[config.mk]
export PLATFORM = sky130hd
export DESIGN_NAME = tx_vga_gain_state_registers
export DESIGN_NICKNAME = d
export VERILOG_FILES = /design/src/core/tx_vga_pkg.sv /design/src/core/tx_vga_gain_state_registers.sv /design/src/core/spi_reg_port.sv
export VERILOG_INCLUDE_DIRS = /design/src /design/src/core
export SDC_FILE = /design/constraint.sdc
export NUM_CORES = 1
export LEC_CHECK = 0
export ABC_CLOCK_PERIOD_IN_PS = 4500
export BUFFER_PORTS_ARGS = -buffer_cell sky130_fd_sc_hd__buf_2
export CAP_MARGIN = 20
export CORE_MARGIN = 1
export CORE_UTILIZATION = 60
export CTS_CLUSTER_DIAMETER = 50
export CTS_CLUSTER_SIZE = 14
export DETAILED_ROUTE_END_ITERATION = 8
export PLACE_DENSITY = 0.75
export SYNTH_ARGS = -nofsm -noshare
export SYNTH_HDL_FRONTEND = slang
export SYNTH_SLANG_ARGS = --single-unit
[constraint.sdc]
create_clock -name clk -period 4.5 [get_ports clk]
set_input_delay 0 -clock clk [delete_from_list [all_inputs] [get_ports clk]]
set_output_delay 0 -clock clk [all_outputs]
set_load 0.01 [all_outputs]
[src/core/tx_vga_defs.svh]
// Offsets, fields, reset values and frame counts of the gain-state registers
`ifndef TX_VGA_DEFS_SVH
`define TX_VGA_DEFS_SVH

// ****************************************
// Register offsets (15-bit serial address)
// ****************************************
`define ADDR_PATH_CTRL 15'h0100
`define ADDR_STATE0_ATTEN_TX_ON 15'h0102
`define ADDR_STATE0_ATTEN_TX_OFF 15'h0103
`define ADDR_STATE0_BIAS_REF_TRIM 15'h0104
`define ADDR_FIRST_AMP_LIN_TRIM 15'h0105
`define ADDR_SECOND_AMP_LIN_TRIM 15'h0106
`define ADDR_FIRST_STAGE_MANUAL 15'h010A
`define ADDR_SECOND_STAGE_MANUAL 15'h010B
`define ADDR_PER_STATE_LIN_OFF 15'h0110
`define ADDR_STATE1_BIAS_REF_TRIM 15'h0111
`define ADDR_STATE2_BIAS_REF_TRIM 15'h0112
`define ADDR_STATE3_BIAS_REF_TRIM 15'h0113
`define ADDR_STATE1_ATTEN 15'h0114
`define ADDR_STATE2_ATTEN 15'h0115
`define ADDR_STATE3_ATTEN 15'h0116

// ****************************************
// Reset values
// ****************************************
`define RST_PATH_CTRL 8'h07
`define RST_STATE0_ATTEN 6'h3F
`define RST_BIAS_REF_TRIM 8'h55
`define RST_FIRST_AMP_LIN_TRIM 5'h00
`define RST_SECOND_AMP_LIN_TRIM 5'h05
`define RST_MANUAL_ATTEN 5'h00
`define RST_PER_STATE_LIN_OFF 8'h00
`define RST_STATE1_ATTEN 6'h18
`define RST_STATE2_ATTEN 6'h30
`define RST_STATE3_ATTEN 6'h3F

// ****************************************
// Field positions and masks
// ****************************************
`define CTRL_MANUAL_BIT 7
`define CTRL_SECOND_LIN_OFF_BIT 6
`define CTRL_FIRST_LIN_OFF_BIT 5
`define CTRL_BIAS_GEN_BIT 2
`define CTRL_SECOND_AMP_BIT 1
`define CTRL_FIRST_AMP_BIT 0
`define LIN_OFF_SECOND_BASE 4
`define LIN_OFF_FIRST_BASE 0
`define LIN_OFF_WRITE_MASK 8'h77
`define BOUNDARY_CODE 6'h20
`define STAGE_FULL_CODE 5'h1F

// ****************************************
// Serial frame counts
// ****************************************
`define SPI_LAST_INSTR_BIT 5'h0F
`define SPI_FIRST_DATA_BIT 5'h10
`define SPI_LAST_DATA_BIT 5'h17
`define SPI_FRAME_DONE 5'h18

`endif

[src/core/tx_vga_pkg.sv]
// Types shared by the gain-state register block
package tx_vga_pkg;
   typedef logic [5:0] atten_code_t;
   typedef logic [4:0] stage_code_t;
   typedef logic [1:0] select_state_t;
endpackage

[src/core/tx_vga_gain_state_registers.sv]
// Gain-state register bank and per-state analog setting selection
//
// Function
// RULE1: Amp one on by control bit, tx high
// RULE2: State 00 tx-on code, six bits, reset 3F
// RULE3: State 00 tx-off code, six bits, reset 3F
// RULE4: Code maps monotonically, 0 to 31.5 dB
// RULE5: Codes 31 and 32 give equal attenuation
// RULE6: Up to 31 stage two; above adds one
// RULE7: Bias trims amp two high, one low
// RULE8: Amp one linearity trim, resets zero
// RULE9: Amp two linearity trim, resets five
// RULE10: Manual first stage code, resets zero
// RULE11: Manual second stage code, resets zero
// RULE12: Amp two linearity off, states 11/10/01
// RULE13: Amp one linearity off, states 11/10
// RULE14: Manual bit picks manual stage codes
// RULE15: States 01/10/11 own attenuation codes
// RULE16: Amp one linearity off, state 01
// RULE17: Controller holds transmit enable high normally
// RULE18: Reserved bits read zero, ignore writes; path_ctrl stores and reads back bits 3 and 4
// RULE19: Select pins pick state, outputs track
`timescale 1ns/100ps
`default_nettype none
`include "tx_vga_defs.svh"

module tx_vga_gain_state_registers #(
   parameter int ADDR_W = 15,
   parameter int DATA_W = 8
) (
   input wire logic clk,
   input wire logic reset,
   input wire logic spi_cs_n,
   input wire logic spi_sclk,
   input wire logic spi_sdi,
   output logic spi_sdo,
   output logic spi_sdo_oe,
   input wire logic transmit_enable_pin,
   input wire logic [1:0] atten_state_select_pins,
   output logic first_amp_on,
   output logic second_amp_on,
   output logic bias_gen_on,
   output logic [4:0] first_attenuator_stage,
   output logic [4:0] second_attenuator_stage,
   output logic [3:0] first_amp_bias_trim,
   output logic [3:0] second_amp_bias_trim,
   output logic [4:0] first_amp_linearity_code,
   output logic [4:0] second_amp_linearity_code,
   output logic first_amp_lin_off,
   output logic second_amp_lin_off
);

   // ****************************************
   // Serial port
   // ****************************************
   logic wr_en;
   logic [ADDR_W-1:0] reg_addr;
   logic [DATA_W-1:0] wr_data;
   logic [DATA_W-1:0] read_data, next_read_data;

   spi_reg_port #(
      .ADDR_W(ADDR_W),
      .DATA_W(DATA_W)
   ) u_port (
      .clk(clk),
      .reset(reset),
      .spi_cs_n(spi_cs_n),
      .spi_sclk(spi_sclk),
      .spi_sdi(spi_sdi),
      .rd_data(read_data),
      .spi_sdo(spi_sdo),
      .spi_sdo_oe(spi_sdo_oe),
      .wr_en(wr_en),
      .reg_addr(reg_addr),
      .wr_data(wr_data)
   );

   // ****************************************
   // Pin synchronisers
   // ****************************************
   logic txen_meta, txen_sync;
   logic [1:0] sel_meta, sel_sync;

   always_ff @(posedge clk) begin
      if (reset) begin
         txen_meta <= 1'b0;
         txen_sync <= 1'b0;
         sel_meta <= 2'h0;
         sel_sync <= 2'h0;
      end else begin
         txen_meta <= transmit_enable_pin;
         txen_sync <= txen_meta;
         sel_meta <= atten_state_select_pins;
         sel_sync <= sel_meta;
      end
   end

   // ****************************************
   // Register file
   // ****************************************
   logic [7:0] path_ctrl, next_path_ctrl;
   tx_vga_pkg::atten_code_t atten_tx_on [4];
   tx_vga_pkg::atten_code_t next_atten_tx_on [4];
   tx_vga_pkg::atten_code_t state0_atten_tx_off, next_state0_atten_tx_off;
   logic [7:0] bias_trim [4];
   logic [7:0] next_bias_trim [4];
   tx_vga_pkg::stage_code_t first_amp_linearity_trim, next_first_amp_linearity_trim;
   tx_vga_pkg::stage_code_t second_amp_linearity_trim, next_second_amp_linearity_trim;
   tx_vga_pkg::stage_code_t first_stage_manual_atten, next_first_stage_manual_atten;
   tx_vga_pkg::stage_code_t second_stage_manual_atten, next_second_stage_manual_atten;
   logic [7:0] per_state_linearity_off, next_per_state_linearity_off;

   always_comb begin
      next_path_ctrl = path_ctrl;
      next_atten_tx_on = atten_tx_on;
      next_state0_atten_tx_off = state0_atten_tx_off;
      next_bias_trim = bias_trim;
      next_first_amp_linearity_trim = first_amp_linearity_trim;
      next_second_amp_linearity_trim = second_amp_linearity_trim;
      next_first_stage_manual_atten = first_stage_manual_atten;
      next_second_stage_manual_atten = second_stage_manual_atten;
      next_per_state_linearity_off = per_state_linearity_off;
      // Only field bits are stored, except path_ctrl, which keeps all eight bits; other reserved bits drop on write [RULE18]
      if (wr_en) begin
         case (reg_addr)
            `ADDR_PATH_CTRL: next_path_ctrl = wr_data; // [RULE1] [RULE14]
            `ADDR_STATE0_ATTEN_TX_ON: next_atten_tx_on[0] = wr_data[5:0]; // [RULE2]
            `ADDR_STATE0_ATTEN_TX_OFF: next_state0_atten_tx_off = wr_data[5:0]; // [RULE3]
            `ADDR_STATE0_BIAS_REF_TRIM: next_bias_trim[0] = wr_data; // [RULE7]
            `ADDR_FIRST_AMP_LIN_TRIM: next_first_amp_linearity_trim = wr_data[4:0]; // [RULE8]
            `ADDR_SECOND_AMP_LIN_TRIM: next_second_amp_linearity_trim = wr_data[4:0]; // [RULE9]
            `ADDR_FIRST_STAGE_MANUAL: next_first_stage_manual_atten = wr_data[4:0]; // [RULE10]
            `ADDR_SECOND_STAGE_MANUAL: next_second_stage_manual_atten = wr_data[4:0]; // [RULE11]
            `ADDR_PER_STATE_LIN_OFF: begin
               next_per_state_linearity_off = wr_data & `LIN_OFF_WRITE_MASK; // [RULE12] [RULE13] [RULE16]
            end
            `ADDR_STATE1_BIAS_REF_TRIM: next_bias_trim[1] = wr_data;
            `ADDR_STATE2_BIAS_REF_TRIM: next_bias_trim[2] = wr_data;
            `ADDR_STATE3_BIAS_REF_TRIM: next_bias_trim[3] = wr_data;
            `ADDR_STATE1_ATTEN: next_atten_tx_on[1] = wr_data[5:0]; // [RULE15]
            `ADDR_STATE2_ATTEN: next_atten_tx_on[2] = wr_data[5:0]; // [RULE15]
            `ADDR_STATE3_ATTEN: next_atten_tx_on[3] = wr_data[5:0]; // [RULE15]
            default: ;
         endcase
      end
   end

   always_ff @(posedge clk) begin
      if (reset) begin
         path_ctrl <= `RST_PATH_CTRL; // [RULE1]
         atten_tx_on[0] <= `RST_STATE0_ATTEN; // [RULE2]
         atten_tx_on[1] <= `RST_STATE1_ATTEN;
         atten_tx_on[2] <= `RST_STATE2_ATTEN;
         atten_tx_on[3] <= `RST_STATE3_ATTEN;
         state0_atten_tx_off <= `RST_STATE0_ATTEN; // [RULE3]
         for (int i = 0; i < 4; i++) begin
            bias_trim[i] <= `RST_BIAS_REF_TRIM; // [RULE7]
         end
         first_amp_linearity_trim <= `RST_FIRST_AMP_LIN_TRIM; // [RULE8]
         second_amp_linearity_trim <= `RST_SECOND_AMP_LIN_TRIM; // [RULE9]
         first_stage_manual_atten <= `RST_MANUAL_ATTEN; // [RULE10]
         second_stage_manual_atten <= `RST_MANUAL_ATTEN; // [RULE11]
         per_state_linearity_off <= `RST_PER_STATE_LIN_OFF; // [RULE12] [RULE13]
      end else begin
         path_ctrl <= next_path_ctrl;
         atten_tx_on <= next_atten_tx_on;
         state0_atten_tx_off <= next_state0_atten_tx_off;
         bias_trim <= next_bias_trim;
         first_amp_linearity_trim <= next_first_amp_linearity_trim;
         second_amp_linearity_trim <= next_second_amp_linearity_trim;
         first_stage_manual_atten <= next_first_stage_manual_atten;
         second_stage_manual_atten <= next_second_stage_manual_atten;
         per_state_linearity_off <= next_per_state_linearity_off;
      end
   end

   // ****************************************
   // Read-back
   // ****************************************
   // Registered so the port samples a stable byte; unmapped addresses read zero
   always_comb begin
      next_read_data = 8'h00;
      case (reg_addr)
         `ADDR_PATH_CTRL: next_read_data = path_ctrl;
         `ADDR_STATE0_ATTEN_TX_ON: next_read_data = {2'b00, atten_tx_on[0]}; // [RULE18]
         `ADDR_STATE0_ATTEN_TX_OFF: next_read_data = {2'b00, state0_atten_tx_off};
         `ADDR_STATE0_BIAS_REF_TRIM: next_read_data = bias_trim[0];
         `ADDR_FIRST_AMP_LIN_TRIM: next_read_data = {3'b000, first_amp_linearity_trim};
         `ADDR_SECOND_AMP_LIN_TRIM: next_read_data = {3'b000, second_amp_linearity_trim};
         `ADDR_FIRST_STAGE_MANUAL: next_read_data = {3'b000, first_stage_manual_atten};
         `ADDR_SECOND_STAGE_MANUAL: next_read_data = {3'b000, second_stage_manual_atten};
         `ADDR_PER_STATE_LIN_OFF: next_read_data = per_state_linearity_off;
         `ADDR_STATE1_BIAS_REF_TRIM: next_read_data = bias_trim[1];
         `ADDR_STATE2_BIAS_REF_TRIM: next_read_data = bias_trim[2];
         `ADDR_STATE3_BIAS_REF_TRIM: next_read_data = bias_trim[3];
         `ADDR_STATE1_ATTEN: next_read_data = {2'b00, atten_tx_on[1]};
         `ADDR_STATE2_ATTEN: next_read_data = {2'b00, atten_tx_on[2]};
         `ADDR_STATE3_ATTEN: next_read_data = {2'b00, atten_tx_on[3]};
         default: next_read_data = 8'h00;
      endcase
   end

   always_ff @(posedge clk) begin
      if (reset) begin
         read_data <= 8'h00;
      end else begin
         read_data <= next_read_data;
      end
   end

   // ****************************************
   // Applied analog settings
   // ****************************************
   // Below 32: stage two alone; 32 up: stage two full,
   // rest in stage one, so 31 and 32 give the same
   function automatic logic [9:0] split_code(input tx_vga_pkg::atten_code_t code);
      tx_vga_pkg::atten_code_t remainder;
      remainder = code - `BOUNDARY_CODE;
      if (code < `BOUNDARY_CODE) begin
         split_code = {5'h00, code[4:0]}; // [RULE4] [RULE6]
      end else begin
         split_code = {remainder[4:0], `STAGE_FULL_CODE}; // [RULE5] [RULE6]
      end
   endfunction

   logic next_first_amp_on, next_second_amp_on, next_bias_gen_on;
   logic [4:0] next_first_stage, next_second_stage;
   logic [3:0] next_first_bias, next_second_bias;
   logic [4:0] next_first_lin, next_second_lin;
   logic next_first_lin_off, next_second_lin_off;

   always_comb begin
      logic [9:0] split;
      tx_vga_pkg::select_state_t sel;
      split = 10'h000;
      sel = sel_sync; // [RULE19]
      next_first_amp_on = txen_sync & path_ctrl[`CTRL_FIRST_AMP_BIT]; // [RULE1]
      next_second_amp_on = txen_sync & path_ctrl[`CTRL_SECOND_AMP_BIT];
      next_bias_gen_on = txen_sync & path_ctrl[`CTRL_BIAS_GEN_BIT];
      next_first_bias = bias_trim[sel][3:0]; // [RULE7] [RULE19]
      next_second_bias = bias_trim[sel][7:4]; // [RULE7]
      // Linearity trims only while transmitting
      next_first_lin = txen_sync ? first_amp_linearity_trim : 5'h00; // [RULE8]
      next_second_lin = txen_sync ? second_amp_linearity_trim : 5'h00; // [RULE9]
      case (sel)
         2'b00: begin
            next_first_lin_off = path_ctrl[`CTRL_FIRST_LIN_OFF_BIT];
            next_second_lin_off = path_ctrl[`CTRL_SECOND_LIN_OFF_BIT];
         end
         2'b01: begin
            next_first_lin_off = per_state_linearity_off[`LIN_OFF_FIRST_BASE]; // [RULE16]
            next_second_lin_off = per_state_linearity_off[`LIN_OFF_SECOND_BASE]; // [RULE12]
         end
         2'b10: begin
            next_first_lin_off = per_state_linearity_off[`LIN_OFF_FIRST_BASE + 1]; // [RULE13]
            next_second_lin_off = per_state_linearity_off[`LIN_OFF_SECOND_BASE + 1]; // [RULE12]
         end
         default: begin
            next_first_lin_off = per_state_linearity_off[`LIN_OFF_FIRST_BASE + 2]; // [RULE13]
            next_second_lin_off = per_state_linearity_off[`LIN_OFF_SECOND_BASE + 2]; // [RULE12]
         end
      endcase
      if (!txen_sync) begin
         // Transmit off: alternate code for every state
         split = split_code(state0_atten_tx_off); // [RULE3] [RULE17]
         next_first_lin_off = 1'b0;
         next_second_lin_off = 1'b0;
      end else if (path_ctrl[`CTRL_MANUAL_BIT]) begin
         split = {first_stage_manual_atten, second_stage_manual_atten}; // [RULE14] [RULE10] [RULE11]
      end else begin
         split = split_code(atten_tx_on[sel]); // [RULE2] [RULE15] [RULE19]
      end
      next_first_stage = split[9:5];
      next_second_stage = split[4:0];
   end

   always_ff @(posedge clk) begin
      if (reset) begin
         first_amp_on <= 1'b0;
         second_amp_on <= 1'b0;
         bias_gen_on <= 1'b0;
         first_attenuator_stage <= 5'h00;
         second_attenuator_stage <= 5'h00;
         first_amp_bias_trim <= 4'h0;
         second_amp_bias_trim <= 4'h0;
         first_amp_linearity_code <= 5'h00;
         second_amp_linearity_code <= 5'h00;
         first_amp_lin_off <= 1'b0;
         second_amp_lin_off <= 1'b0;
      end else begin
         first_amp_on <= next_first_amp_on;
         second_amp_on <= next_second_amp_on;
         bias_gen_on <= next_bias_gen_on;
         first_attenuator_stage <= next_first_stage;
         second_attenuator_stage <= next_second_stage;
         first_amp_bias_trim <= next_first_bias;
         second_amp_bias_trim <= next_second_bias;
         first_amp_linearity_code <= next_first_lin;
         second_amp_linearity_code <= next_second_lin;
         first_amp_lin_off <= next_first_lin_off;
         second_amp_lin_off <= next_second_lin_off;
      end
   end

endmodule
`default_nettype wire

[src/core/spi_reg_port.sv]
// Serial register port: read flag, 15-bit address, data byte
`timescale 1ns/100ps
`default_nettype none
`include "tx_vga_defs.svh"

module spi_reg_port #(
   parameter int ADDR_W = 15,
   parameter int DATA_W = 8
) (
   input wire logic clk,
   input wire logic reset,
   input wire logic spi_cs_n,
   input wire logic spi_sclk,
   input wire logic spi_sdi,
   input wire logic [DATA_W-1:0] rd_data,
   output logic spi_sdo,
   output logic spi_sdo_oe,
   output logic wr_en,
   output logic [ADDR_W-1:0] reg_addr,
   output logic [DATA_W-1:0] wr_data
);

   // ****************************************
   // Pin synchronisers
   // ****************************************
   logic cs_meta, cs_sync, sclk_meta, sclk_sync, sclk_prev, sdi_meta, sdi_sync;

   always_ff @(posedge clk) begin
      if (reset) begin
         cs_meta <= 1'b1;
         cs_sync <= 1'b1;
         sclk_meta <= 1'b0;
         sclk_sync <= 1'b0;
         sclk_prev <= 1'b0;
         sdi_meta <= 1'b0;
         sdi_sync <= 1'b0;
      end else begin
         cs_meta <= spi_cs_n;
         cs_sync <= cs_meta;
         sclk_meta <= spi_sclk;
         sclk_sync <= sclk_meta;
         sclk_prev <= sclk_sync;
         sdi_meta <= spi_sdi;
         sdi_sync <= sdi_meta;
      end
   end

   // ****************************************
   // Frame engine
   // ****************************************
   logic sclk_rise, sclk_fall;
   logic [4:0] bit_count, next_bit_count;
   logic [15:0] instr_shift, next_instr_shift;
   logic [DATA_W-1:0] data_shift, next_data_shift;
   logic [DATA_W-1:0] sdo_shift, next_sdo_shift;
   logic read_flag, next_read_flag;
   logic next_sdo, next_sdo_oe, next_wr_en;
   logic [ADDR_W-1:0] next_reg_addr;
   logic [DATA_W-1:0] next_wr_data;

   assign sclk_rise = sclk_sync & ~sclk_prev;
   assign sclk_fall = ~sclk_sync & sclk_prev;

   always_comb begin
      next_bit_count = bit_count;
      next_instr_shift = instr_shift;
      next_data_shift = data_shift;
      next_sdo_shift = sdo_shift;
      next_read_flag = read_flag;
      next_sdo = spi_sdo;
      next_sdo_oe = spi_sdo_oe;
      next_wr_en = 1'b0;
      next_reg_addr = reg_addr;
      next_wr_data = wr_data;
      if (cs_sync) begin
         // Deselect aborts any partial frame; a short write never lands
         next_bit_count = 5'h00;
         next_sdo_oe = 1'b0;
         next_read_flag = 1'b0;
      end else begin
         if (sclk_rise && bit_count != `SPI_FRAME_DONE) begin
            next_bit_count = bit_count + 5'h01;
            if (bit_count <= `SPI_LAST_INSTR_BIT) begin
               next_instr_shift = {instr_shift[14:0], sdi_sync};
               if (bit_count == `SPI_LAST_INSTR_BIT) begin
                  next_reg_addr = ADDR_W'({instr_shift[13:0], sdi_sync});
                  next_read_flag = instr_shift[14];
               end
            end else begin
               next_data_shift = {data_shift[DATA_W-2:0], sdi_sync};
               if (bit_count == `SPI_LAST_DATA_BIT && !read_flag) begin
                  next_wr_en = 1'b1;
                  next_wr_data = {data_shift[DATA_W-2:0], sdi_sync};
               end
            end
         end
         if (sclk_fall && read_flag) begin
            if (bit_count == `SPI_FIRST_DATA_BIT) begin
               next_sdo = rd_data[DATA_W-1];
               next_sdo_shift = {rd_data[DATA_W-2:0], 1'b0};
               next_sdo_oe = 1'b1;
            end else if (bit_count > `SPI_FIRST_DATA_BIT && bit_count < `SPI_FRAME_DONE) begin
               next_sdo = sdo_shift[DATA_W-1];
               next_sdo_shift = {sdo_shift[DATA_W-2:0], 1'b0};
            end
         end
      end
   end

   always_ff @(posedge clk) begin
      if (reset) begin
         bit_count <= 5'h00;
         instr_shift <= 16'h0000;
         data_shift <= '0;
         sdo_shift <= '0;
         read_flag <= 1'b0;
         spi_sdo <= 1'b0;
         spi_sdo_oe <= 1'b0;
         wr_en <= 1'b0;
         reg_addr <= '0;
         wr_data <= '0;
      end else begin
         bit_count <= next_bit_count;
         instr_shift <= next_instr_shift;
         data_shift <= next_data_shift;
         sdo_shift <= next_sdo_shift;
         read_flag <= next_read_flag;
         spi_sdo <= next_sdo;
         spi_sdo_oe <= next_sdo_oe;
         wr_en <= next_wr_en;
         reg_addr <= next_reg_addr;
         wr_data <= next_wr_data;
      end
   end

endmodule
`default_nettype wire

* Word level (Yosys, flattened, before mapping) *
Index checks and enable logic that the tools add are counted.
W data, S select, Z words.

operators by class
  $add $sub $neg = 3
  order comparisons = 6
  eq/ne operators = 21
  mux-type cells = 18
  bitwise gates (word level) = 12
  reduce and logical (&&, ||, !) cells = 32

operators with widths
  cell                   number
  $eq A15 B9 Y1 const B  15
  $pmux W8 S15           1
  $mux W10               4
  $mux W8                4
  $reduce_and A2 Y1      16
  $bmux W8 S2            1
  $bmux W6 S2            1
  $lt A6 B6 Y1 const B   2
  $mux W6                2
  $reduce_and A3 Y1      4
  $eq A5 B5 Y1 const B   2
  $sub A5 B1 Y5 const B  2
  $reduce_and A4 Y1      2
  $not A1 Y1             6
  $pmux W1 S3            2
  $add A5 B1 Y5 const B  1
  $and A1 B1 Y1          5
  $eq A5 B4 Y1 const B   1
  $gt A5 B5 Y1 const B   1
  $le A5 B4 Y1 const B   1
  $lt A5 B5 Y1 const B   1
  $ne A5 B5 Y1 const B   1
  $logic_and A1 B1 Y1    4
  $reduce_or A2 Y1       2
  other kinds (9)        11

storage, ports and cells
  bits in registers = 212
  input port bits = 8
  output and inout bits = 35
  word-level logic and storage cells = 140

* Depth between registers and ports, before layout *
Gate-level depths: netlist of run 1.

  word-level depth = 8
  gate-level depth with buffers = 9
  depth with buffers taken out = 7

* Hierarchy *
Synthesis of run 1 repeated with hierarchy kept, for this count alone.

second synthesis, totals
  cell total of the unflattened synthesis = 1,002
  area total of the unflattened synthesis = 9,061.2 sq um

modules (own cells, without submodules)
  module                       times used  cells each  area an instance (sq um)  seq. area each (sq um)
  tx_vga_gain_state_registers  1           749         6,413.7                   2,862.7
  spi_reg_port                 1           253         2,647.5                   1,361.3

* Least setup slack after synthesis of run 1 *
No wires, ideal clock.

  path type = register -> register
  start = reg u_port.bit_count[0]
  end = reg u_port.instr_shift[10]
  setup time = 0.128 ns
  arrival time = 2.104 ns
  data required time = 4.372 ns
  path slack = 2.269 ns
  stages on the path, launching flop included = 10
  buffers on the path = 2
  clock period less this slack = 2.231 ns
  cell sequence = dfxtp_1 inv_1 ha_1 and4b_1 nor3_2 or3b_2 buf_2 buf_4 mux2i_1 nor2_1

between the ends
  cells in the longest elaborated chain, start to end = 3
  elaborated cells on any way between the ends = 4
  those cells by class = 1 x order compare; 1 x eq/ne; 2 x reduce/logical

ends and longest elaborated chain
  what                                                                  RTL line             source
  from (decl)                                                           spi_reg_port.sv:52   logic [4:0] bit_count, next_bit_count;
  from (signal assigned)                                                spi_reg_port.sv:123  bit_count <= next_bit_count;
  parallel branches: the longest is 2 deep, another holds $le A5 B4 Y1  -
  $reduce_and A3 Y1 (no line) (*)                                       -
  to (signal assigned)                                                  spi_reg_port.sv:124  instr_shift <= next_instr_shift;
  to (decl)                                                             spi_reg_port.sv:53   logic [15:0] instr_shift, next_instr_shift;

Mark *: on every way between the ends.
A chain may end at the register's enable or synchronous reset.

* Final worst setup path of run 1 *
  start = reg u_port.reg_addr[4]
  end = reg bias_trim[22] in the netlist's numbering

between the ends
  cells in the longest elaborated chain, start to end = 2

ends and longest elaborated chain
  what                             RTL line                            source
  from (decl)                      spi_reg_port.sv:19                  output logic [ADDR_W-1:0] reg_addr,
  from (signal assigned)           spi_reg_port.sv:131                 reg_addr <= next_reg_addr;
  $eq A15 B9 Y1                    tx_vga_gain_state_registers.sv:125  case (reg_addr)
  $reduce_and A2 Y1 (no line)      -
  to (signal, indexed assignment)  tx_vga_gain_state_registers.sv:157  bias_trim[i] <= `RST_BIAS_REF_TRIM;
  to (signal assigned)             tx_vga_gain_state_registers.sv:168  bias_trim <= next_bias_trim;
  to (decl)                        tx_vga_gain_state_registers.sv:105  logic [7:0] bias_trim [4];

No other way between the ends.

==> summary.md, run 1 <==
| Metric | Value |
|---|---|
| Status | `finished, final reports clean` |
| DRC marker count from the first detailed-route iteration | `708` |
| Largest net degree at the start of global routing | `94` |
| Crit path capture type | `flop` |
| FF-to-FF path depth | `3` |
| Clk sinks | `211` |
| Ports | `43` |
| Post-layout min period | `2.96 ns` |
| Peak supply drop | `0.000296 V` |
| PortBufs | `42` |
| Syn avg cell area | `9.25 µm²` |
| Initial Utilization | `61.6%` |
| Fin cells | `1,158` |
| WP data required | `4.88 ns` |
| Initial antenna violation count | `0` |
| Family with the most delay on the worst path | `simple AND/OR/NAND/NOR gates` |
| Die Area | `15,500 µm²` |
| Post-synth EDFFs | `0` |
| Crit path capture | `bias_trim[22]$_SDFFE_PP1P_` |
| Die Y | `124 µm` |
| Routability cong. | `0.970` |
| Yosys reg bits | `211` |
| Die Width | `124 µm` |
| Sum of negative setup slack | `0 ns` |
| Post-synth top flop | `dfxtp_1` |
| Post-Route WL | `23,200 µm` |
| Leak pwr | `0.00373 µW` |
| Syn Nets | `982` |
| Top-area cell type share of the netlist area | `47.0%` |
| Final period utilization | `65.9%` |
| Row cnt | `44` |
| Net Sw Frac | `21.2%` |
| Crit Path Class | `reg2reg` |
| Fin Clk Skew | `0.0108 ns` |
| FF-to-FF End | `bias_trim[22]$_SDFFE_PP1P_` |
| GR peak layer | `met2` |
| Ant diodes | `0` |
| Max Cap Viol | `0` |
| Cell Pwr Density | `365 nW/µm²` |
| DR WL/cell | `20.1 µm` |
| Worst setup startpoint | `u_port.reg_addr[4]$_SDFFE_PP0P_` |
| Clk slew on worst S/H paths | `0.06 ns` |
| Fin nets | `979` |
| Worst Path Arrival | `3.35 ns` |
| Sw power | `760 µW` |
| Critical-path top delay cell | `dfxtp_1` |
| H-tree depth | `1` |
| Placed Cells | `1,120` |
| Hold crit path type | `in2reg` |
| Slew of the pin with the lowest slew margin | `1.08 ns` |
| Total global routing overflow | `0` |
| Clock Path Buffers | `3` |
| CTS Buf Count | `21` |
| Final hold violations | `0` |
| CTS tree | `built` |
| Worst hold margin | `0.233 ns` |
| Synth area leaders | `dfxtp_1 (47%), mux2i_1 (8.7%), nor2_1 (6.0%)` |
| Detail Route Antenna Nets | `0` |
| Dpl hpwl | `15,900 µm` |
| Vias per Instance | `6.21` |
| Combinational share of power | `2.2%` |
| Global-route wire length before repair | `37,000 µm` |
| RR Startpoint | `u_port.reg_addr[4]$_SDFFE_PP0P_` |
| Synth Cell Area | `8980 µm²` |
| Layout cells sized above 1 | `12.5%` |
| Pint | `2830 µW` |
| Seq pwr share | `52.6%` |
| Synth Instances | `971` |
| Slew HR | `27.3%` |
| Worst path cell trace | `nor3b_1 > nand4_1 > a211o_1` |
| M2 GR Usage | `46.2%` |
| Most common cell in the synthesized netlist | `dfxtp_1` |
| GRT Util Overall | `30.1%` |
| F_max | `337 MHz` |
| Area growth syn-to-layout | `9.66%` |
| Max-slew violations | `0` |
| RSZ-0062 raised after global routing | `false` |
| Met1 Usage GRT | `43.1%` |
| Clk network pwr share | `45.2%` |
| Synth top cells by count | `dfxtp_1 (211), nor2_1 (144), nand2_1 (89)` |
| R2r setup slk | `1.54 ns` |
| CP max stage delay | `0.97 ns` |
| Drt pass-1 iters | `6` |
| Area leader, netlist | `dfxtp_1` |
| Final setup vio count | `0` |
| Post-synthesis sequential area ratio | `47.0%` |
| Met3 Usage GRT | `5.84%` |
| Total core area | `14,600 µm²` |
| Worst-path maximum fanout | `24` |
| Crit path depth | `3` |
| Synth warnings | `0` |
| Vias in the first global route | `6,623` |
| CTS Root Cell | `clkbuf_16` |
| Via count | `7,193` |
| Crit start category | `flop` |
| Synth cell types | `61` |
| Ys async rst share | `0%` |
| Detailed-route DRC error count | `0` |
| Worst skew pair latency | `0.49 ns` |
| CP bufs+invs | `0` |
how the worst min path moves through the flow:
stage	startpoint	cells after the start	to
6_report	spi_cs_n	3	u_port.cs_meta$_SDFF_PP1_
4_1_cts	spi_cs_n	3	u_port.cs_meta$_SDFF_PP1_
5_1_grt	spi_sdi	3	u_port.sdi_meta$_SDFF_PP0_
3_5_place_dp	spi_cs_n	2	u_port.cs_meta$_SDFF_PP1_
3_3_place_gp	spi_cs_n	2	u_port.cs_meta$_SDFF_PP1_
2_1_floorplan	spi_cs_n	1	u_port.cs_meta$_SDFF_PP1_
layout make-up:
| cell class | instances | area, µm² |
|---|---|---|
| clock buffers | 22 | 539 |
| clock inverters | 7 | 80.1 |
| fillers | 1175 | 4740 |
| inverters | 12 | 45.0 |
| multi-input cells | 664 | 4370 |
| flip-flops and latches | 211 | 4220 |
| well taps | 184 | 230 |
| repair buffers | 58 | 354 |
layer usage:
metal	vias to the layer above	wire length (µm)
met5	-	0
met4	0	612
met3	50	1940
met2	307	10300
met1	3431	10300
li1	3405	-
worst reg2reg max path, stage by stage (launching register included):
cell,delay (ns)
dfxtp_1,0.97
nor3b_1,0.83
nand4_1,0.61
a211o_1,0.45
per-stage QoR:
step	cell area, µm²	utilization, %	total power, µW	setup WS (ns)
2_1_floorplan	8980	-	1980	2.27
3_3_place_gp	9140	62.6	2000	1.42
4_1_cts	9840	67.4	3610	1.63
6_report	9850	67.5	3590	1.54
3_5_place_dp	9140	62.7	2000	1.68
5_1_grt	9850	67.5	3700	1.40
logic make-up after synthesis:
| group | Yosys count | share of synthesized area, % |
|---|---|---|
| and+or+nand+nor | 386 | 21.2 |
| DFF | 211 | 47.0 |
| AOI/OAI and AO/OA | 171 | 13.1 |
| muxes | 101 | 13.6 |
| buffers and inverters | 96 | 4.39 |
| xor gates and xnor gates | 3 | 0.293 |
| adders and majority gates | 3 | 0.418 |
registers in the layout, summed over array words and instances, names as in the netlist, 6 cells and up:
| signal | count |
|---|---|
| u_port.reg_addr | 15 |
| u_port.sdo_shift | 7 |
| per_state_linearity_off | 6 |
| path_ctrl | 8 |
| state0_atten_tx_off | 6 |
| u_port.data_shift | 7 |
| bias_trim | 32 |
| atten_tx_on | 24 |
| u_port.instr_shift | 15 |
| u_port.wr_data | 8 |
| read_data | 8 |
layout by cell type, fill, tap and decap left out, drive strengths merged, types with 10 or more instances in the layout:
cell      n
a211o    42
a21oi    59
a22oi    18
a31oi    10
and2     17
buf      50
clkbuf   22
dfxtp   211
inv      10
mux2i    78
mux4     16
nand2    89
nand3    36
nor2    144
nor2b    26
nor3     10
o21ai    12
power groups by stage:
stage	logic [µW]	clock network [µW]	registers [µW]
floorplan	51.9	0	1930
global placement	73.7	0	1930
detailed placement	73.6	0	1930
CTS	79.0	1640	1890
global route	85.8	1720	1890
finish	79.2	1630	1890
what timing repair did:
action                                 CTS  global route
resized for setup                        0             0
setup buffers                            0             0
hold buffers                             8             0
endpoints found under the hold margin   37             0
Power figures use the tool's default switching activity.
==> run 2: changes to the inputs <==
--- a/config.mk
+++ b/config.mk
@@ -6,15 +6,16 @@
 export SDC_FILE = /design/constraint.sdc
 export NUM_CORES = 1
 export LEC_CHECK = 0
-export ABC_CLOCK_PERIOD_IN_PS = 4500
+export ABC_AREA = 1
+export ABC_CLOCK_PERIOD_IN_PS = 2500
 export BUFFER_PORTS_ARGS = -buffer_cell sky130_fd_sc_hd__buf_2
 export CAP_MARGIN = 20
 export CORE_MARGIN = 1
-export CORE_UTILIZATION = 60
+export CORE_UTILIZATION = 55
 export CTS_CLUSTER_DIAMETER = 50
 export CTS_CLUSTER_SIZE = 14
 export DETAILED_ROUTE_END_ITERATION = 8
-export PLACE_DENSITY = 0.75
+export PLACE_DENSITY = 0.72
 export SYNTH_ARGS = -nofsm -noshare
 export SYNTH_HDL_FRONTEND = slang
 export SYNTH_SLANG_ARGS = --single-unit
==> constraint.sdc (replaced) <==
create_clock -name clk -period 2.5 [get_ports clk]
set_input_delay 0 -clock clk [delete_from_list [all_inputs] [get_ports clk]]
set_output_delay 0 -clock clk [all_outputs]
set_load 0.01 [all_outputs]
==> summary.md, run 2 <==
| Metric | Value |
|---|---|
| Status | `finished, final reports clean` |
| Synth Cell Area | `9060 µm² (+0.88%)` |
| Seq pwr share | `49.0% (-3.6 points)` |
| Detailed-route DRC error count | `0 (unchanged)` |
| Peak supply drop | `0.000496 V (+68%)` |
| Net Sw Frac | `21.9% (+0.74 points)` |
| Fin nets | `1,264 (+29%)` |
| GRT Util Overall | `29.8% (-0.29 points)` |
| Area leader, netlist | `dfxtp_1` |
| Biggest register | `bias_trim` |
| Dpl hpwl | `16,700 µm (+5.1%)` |
| Ant diodes | `0 (unchanged)` |
| Die Y | `130 µm (+4.8%)` |
| Crit Path Class | `reg2reg` |
| Fill cell count | `1,453 (+24%)` |
| CTS Buf Count | `22 (+4.8%)` |
| Dpl ws | `0.529 ns (-1.15 ns)` |
| Synth Instances | `1,214 (+25%)` |
| Synth cell types | `41 (-33%)` |
| Family with the most delay on the worst path | `simple AND/OR/NAND/NOR gates` |
| CTS tree | `built` |
| F_max | `486 MHz (+44%)` |
| Critical-path top delay cell | `nor2_8` |
| CTS Root Cell | `clkbuf_16` |
| Global-route wire length before repair | `39,100 µm (+5.6%)` |
| Most common cell in the synthesized netlist | `dfxtp_1` |
| Cell Pwr Density | `681 nW/µm² (+87%)` |
| Die Area | `17,000 µm² (+9.9%)` |
| Sum of negative setup slack | `0 ns (unchanged)` |
| Synth warnings | `0 (unchanged)` |
| DR WL/cell | `16.6 µm (-17%)` |
| Post-layout min period | `2.06 ns (-0.906 ns)` |
| Crit path capture type | `flop` |
| Routability cong. | `0.956 (-1.5%)` |
| Post-synth top flop | `dfxtp_1` |
| Total core area | `16,000 µm² (+9.7%)` |
| Hold path cells | `4 (+1)` |
| Main combinational cell family by area after synthesis | `simple AND/OR/NAND/NOR gates` |
| Syn avg cell area | `7.46 µm² (-19%)` |
| Leak pwr | `0.00453 µW (+21%)` |
| Final hold violations | `0 (unchanged)` |
| Vias per Instance | `5.55 (-11%)` |
| Placement Cell Area | `9380 µm² (+2.6%)` |
| Yosys reg bits | `211 (unchanged)` |
| Row cnt | `46 (+4.5%)` |
| Area growth syn-to-layout | `12.6%` |
| Initial Utilization | `56.6% (-4.9 points)` |
| Drt pass-1 iters | `5 (-1)` |
| Worst Path Arrival | `2.45 ns (-0.90 ns)` |
| Synthesized-area fraction occupied by xor and xnor cells | `0% (-0.29 points)` |
| CP bufs+invs | `1 (+1)` |
| Post-CTS Setup Inserts | `0 (unchanged)` |
| Commonest non-fill, non-tap cell in the layout | `dfxtp_1` |
| DRC marker count from the first detailed-route iteration | `752 (+6.2%)` |
| Vias in the first global route | `7,411 (+12%)` |
| CP max stage delay | `0.53 ns (-0.44 ns)` |
| Ys async rst share | `0% (unchanged)` |
| Synth top cells by count | `dfxtp_1 (211), nand2_1 (206), nor2_1 (181)` |
| Clk sinks | `211 (unchanged)` |
| Fin Clk Skew | `0.0204 ns (+0.00964 ns)` |
| Crit start category | `flop` |
| Synth Area in Compound Gates | `14.5% (+1.4 points)` |
| H-tree depth | `1 (unchanged)` |
| Detail Route Antenna Nets | `0 (unchanged)` |
| Top-area cell type share of the netlist area | `46.6% (-0.41 points)` |
| RSZ-0062 raised after global routing | `false` |
| Clk slew on worst S/H paths | `0.06 ns (about the same)` |
| Post-Route WL | `24,600 µm (+5.9%)` |
| Post-CTS sizing | `0 (unchanged)` |
| Adder-cell share of the synthesized area | `0.414% (-0.0036 points)` |
| Multiplexer share of the synthesized area | `0% (-14 points)` |
| Slew HR | `30.6% (+3.3 points)` |
| Worst skew pair latency | `0.51 ns (+0.02 ns)` |
| Slew of the pin with the lowest slew margin | `1.04 ns (-0.0357 ns)` |
| PortBufs | `42 (unchanged)` |
| Final setup vio count | `0 (unchanged)` |
| Hold crit path type | `in2reg` |
| Via count | `8,215 (+14%)` |
| Sw power | `1520 µW (+100%)` |
| Post-synth EDFFs | `0 (unchanged)` |
| Max reg flops | `32 (unchanged)` |
| Syn Nets | `1,225 (+25%)` |
| Most frequent cells in the layout | `dfxtp_1 (211), nand2_1 (206), nor2_1 (181), nand3_1 (130), inv_1 (103)` |
| Final setup margin | `0.441 ns (-1.09 ns)` |
| Worst-path maximum fanout | `44 (+83%)` |
| Clk network pwr share | `47.7% (+2.5 points)` |
| FF-to-FF path depth | `7 (+4)` |
| WP data required | `2.89 ns (-1.99 ns)` |
| Total global routing overflow | `0 (unchanged)` |
| Max-slew violations | `0 (unchanged)` |
| Worst path cell trace | `nor2_1 > nand2_2 > nor2_8 > buf_4 > nand3_2 > o21ai_0 > a21oi_1` |
| Initial antenna violation count | `0 (unchanged)` |
| Post-synthesis sequential area ratio | `46.6% (-0.41 points)` |
| Layout cells sized above 1 | `13.4% (+0.84 points)` |
| Synth area leaders | `dfxtp_1 (47%), nand2_1 (8.5%), nor2_1 (7.5%)` |
| Largest net degree at the start of global routing | `59 (-37%)` |
| Simple-gate share of the synthesized area | `30.2% (+9.0 points)` |
| Final period utilization | `82.4% (+16 points)` |
| Max Cap Viol | `0 (unchanged)` |
| Combinational share of power | `3.3% (+1.1 points)` |
| Post-route cell area | `10,200 µm² (+3.6%)` |
| Clock Path Buffers | `3 (unchanged)` |
| Biggest regs | `bias_trim: 32 flops, atten_tx_on: 24 flops` |
| Die Width | `130 µm (+4.8%)` |
| Pint | `5430 µW (+92%)` |
| Crit path depth | `7 (+4)` |
| Ports | `43 (unchanged)` |
[run 2: repair_timing]
item / in CTS / in global routing
endpoints found under the hold margin: 9 / 0
setup endpoints to repair: 0 / 0
hold buffers: 9 / 0
[run 2: worst paths after layout]
kind,from,endpoint,slack [ns]
setup / recovery,u_port.reg_addr[12]$_SDFFE_PP0P_,second_amp_linearity_trim[3]$_SDFFE_PP0P_,0.44
hold / removal,spi_sdi,u_port.sdi_meta$_SDFF_PP0_,0.22
setup reg to reg,u_port.reg_addr[12]$_SDFFE_PP0P_,second_amp_linearity_trim[3]$_SDFFE_PP0P_,0.44
hold reg to reg,u_port.sdi_meta$_SDFF_PP0_,u_port.sdi_sync$_SDFF_PP0_,0.40
[run 2: through the flow]
| step | std cells | utilization [%] | hold WS (ns) | total power, µW |
|---|---|---|---|---|
| after floorplan | 1214 | - | 0.104 | 3620 |
| after global placement | 1436 | 58.6 | 0.182 | 3690 |
| after detailed placement | 1436 | 58.6 | 0.187 | 3700 |
| after CTS | 1480 | 63.7 | 0.221 | 6990 |
| after global routing | 1480 | 63.7 | 0.256 | 7160 |
| final | 1480 | 63.7 | 0.223 | 6950 |
[run 2: final cells by class]
class | instances | area (µm²) | share of cell area, %
Sequential cell | 211 | 4220 | 41.4
Multi-Input combinational cell | 831 | 4080 | 40.0
Clock buffer | 27 | 611 | 5.99
Inverter | 121 | 455 | 4.47
Timing Repair Buffer | 66 | 438 | 4.29
Tap cell | 216 | 270 | 2.65
Clock inverter | 8 | 116 | 1.14
[run 2: logic make-up after synthesis]
| group | count (synthesis) |
|---|---|
| simple gates | 584 |
| flops | 211 |
| buf+inv | 172 |
| fa+ha+maj | 3 |
| compound gates | 244 |
[run 2: power by group through the flow]
stage                     Clock [µW]  Combinational (µW)  Sequential [µW]
after floorplan                    0                 131             3490
after global placement             0                 213             3480
after detailed placement           0                 217             3480
after CTS                       3360                 228             3400
after global routing            3500                 255             3400
final                           3310                 231             3400
[run 2: worst register-to-register path: cells and delay by family, from the launching register on]
| kind | cells | cell delay, ns |
|---|---|---|
| buf+inv | 1 | 0.41 |
| compound gates | 2 | 0.24 |
| flops | 1 | 0.32 |
| simple gates | 4 | 0.95 |
[run 2: metal layers]
layer / up-vias / track usage [%] / wire (µm)
met5: - / 0 / 0
met4: 0 / 10.2 / 752
met3: 61 / 3.94 / 1920
met2: 310 / 47.2 / 10900
met1: 3797 / 41.9 / 11100
li1: 4047 / - / -
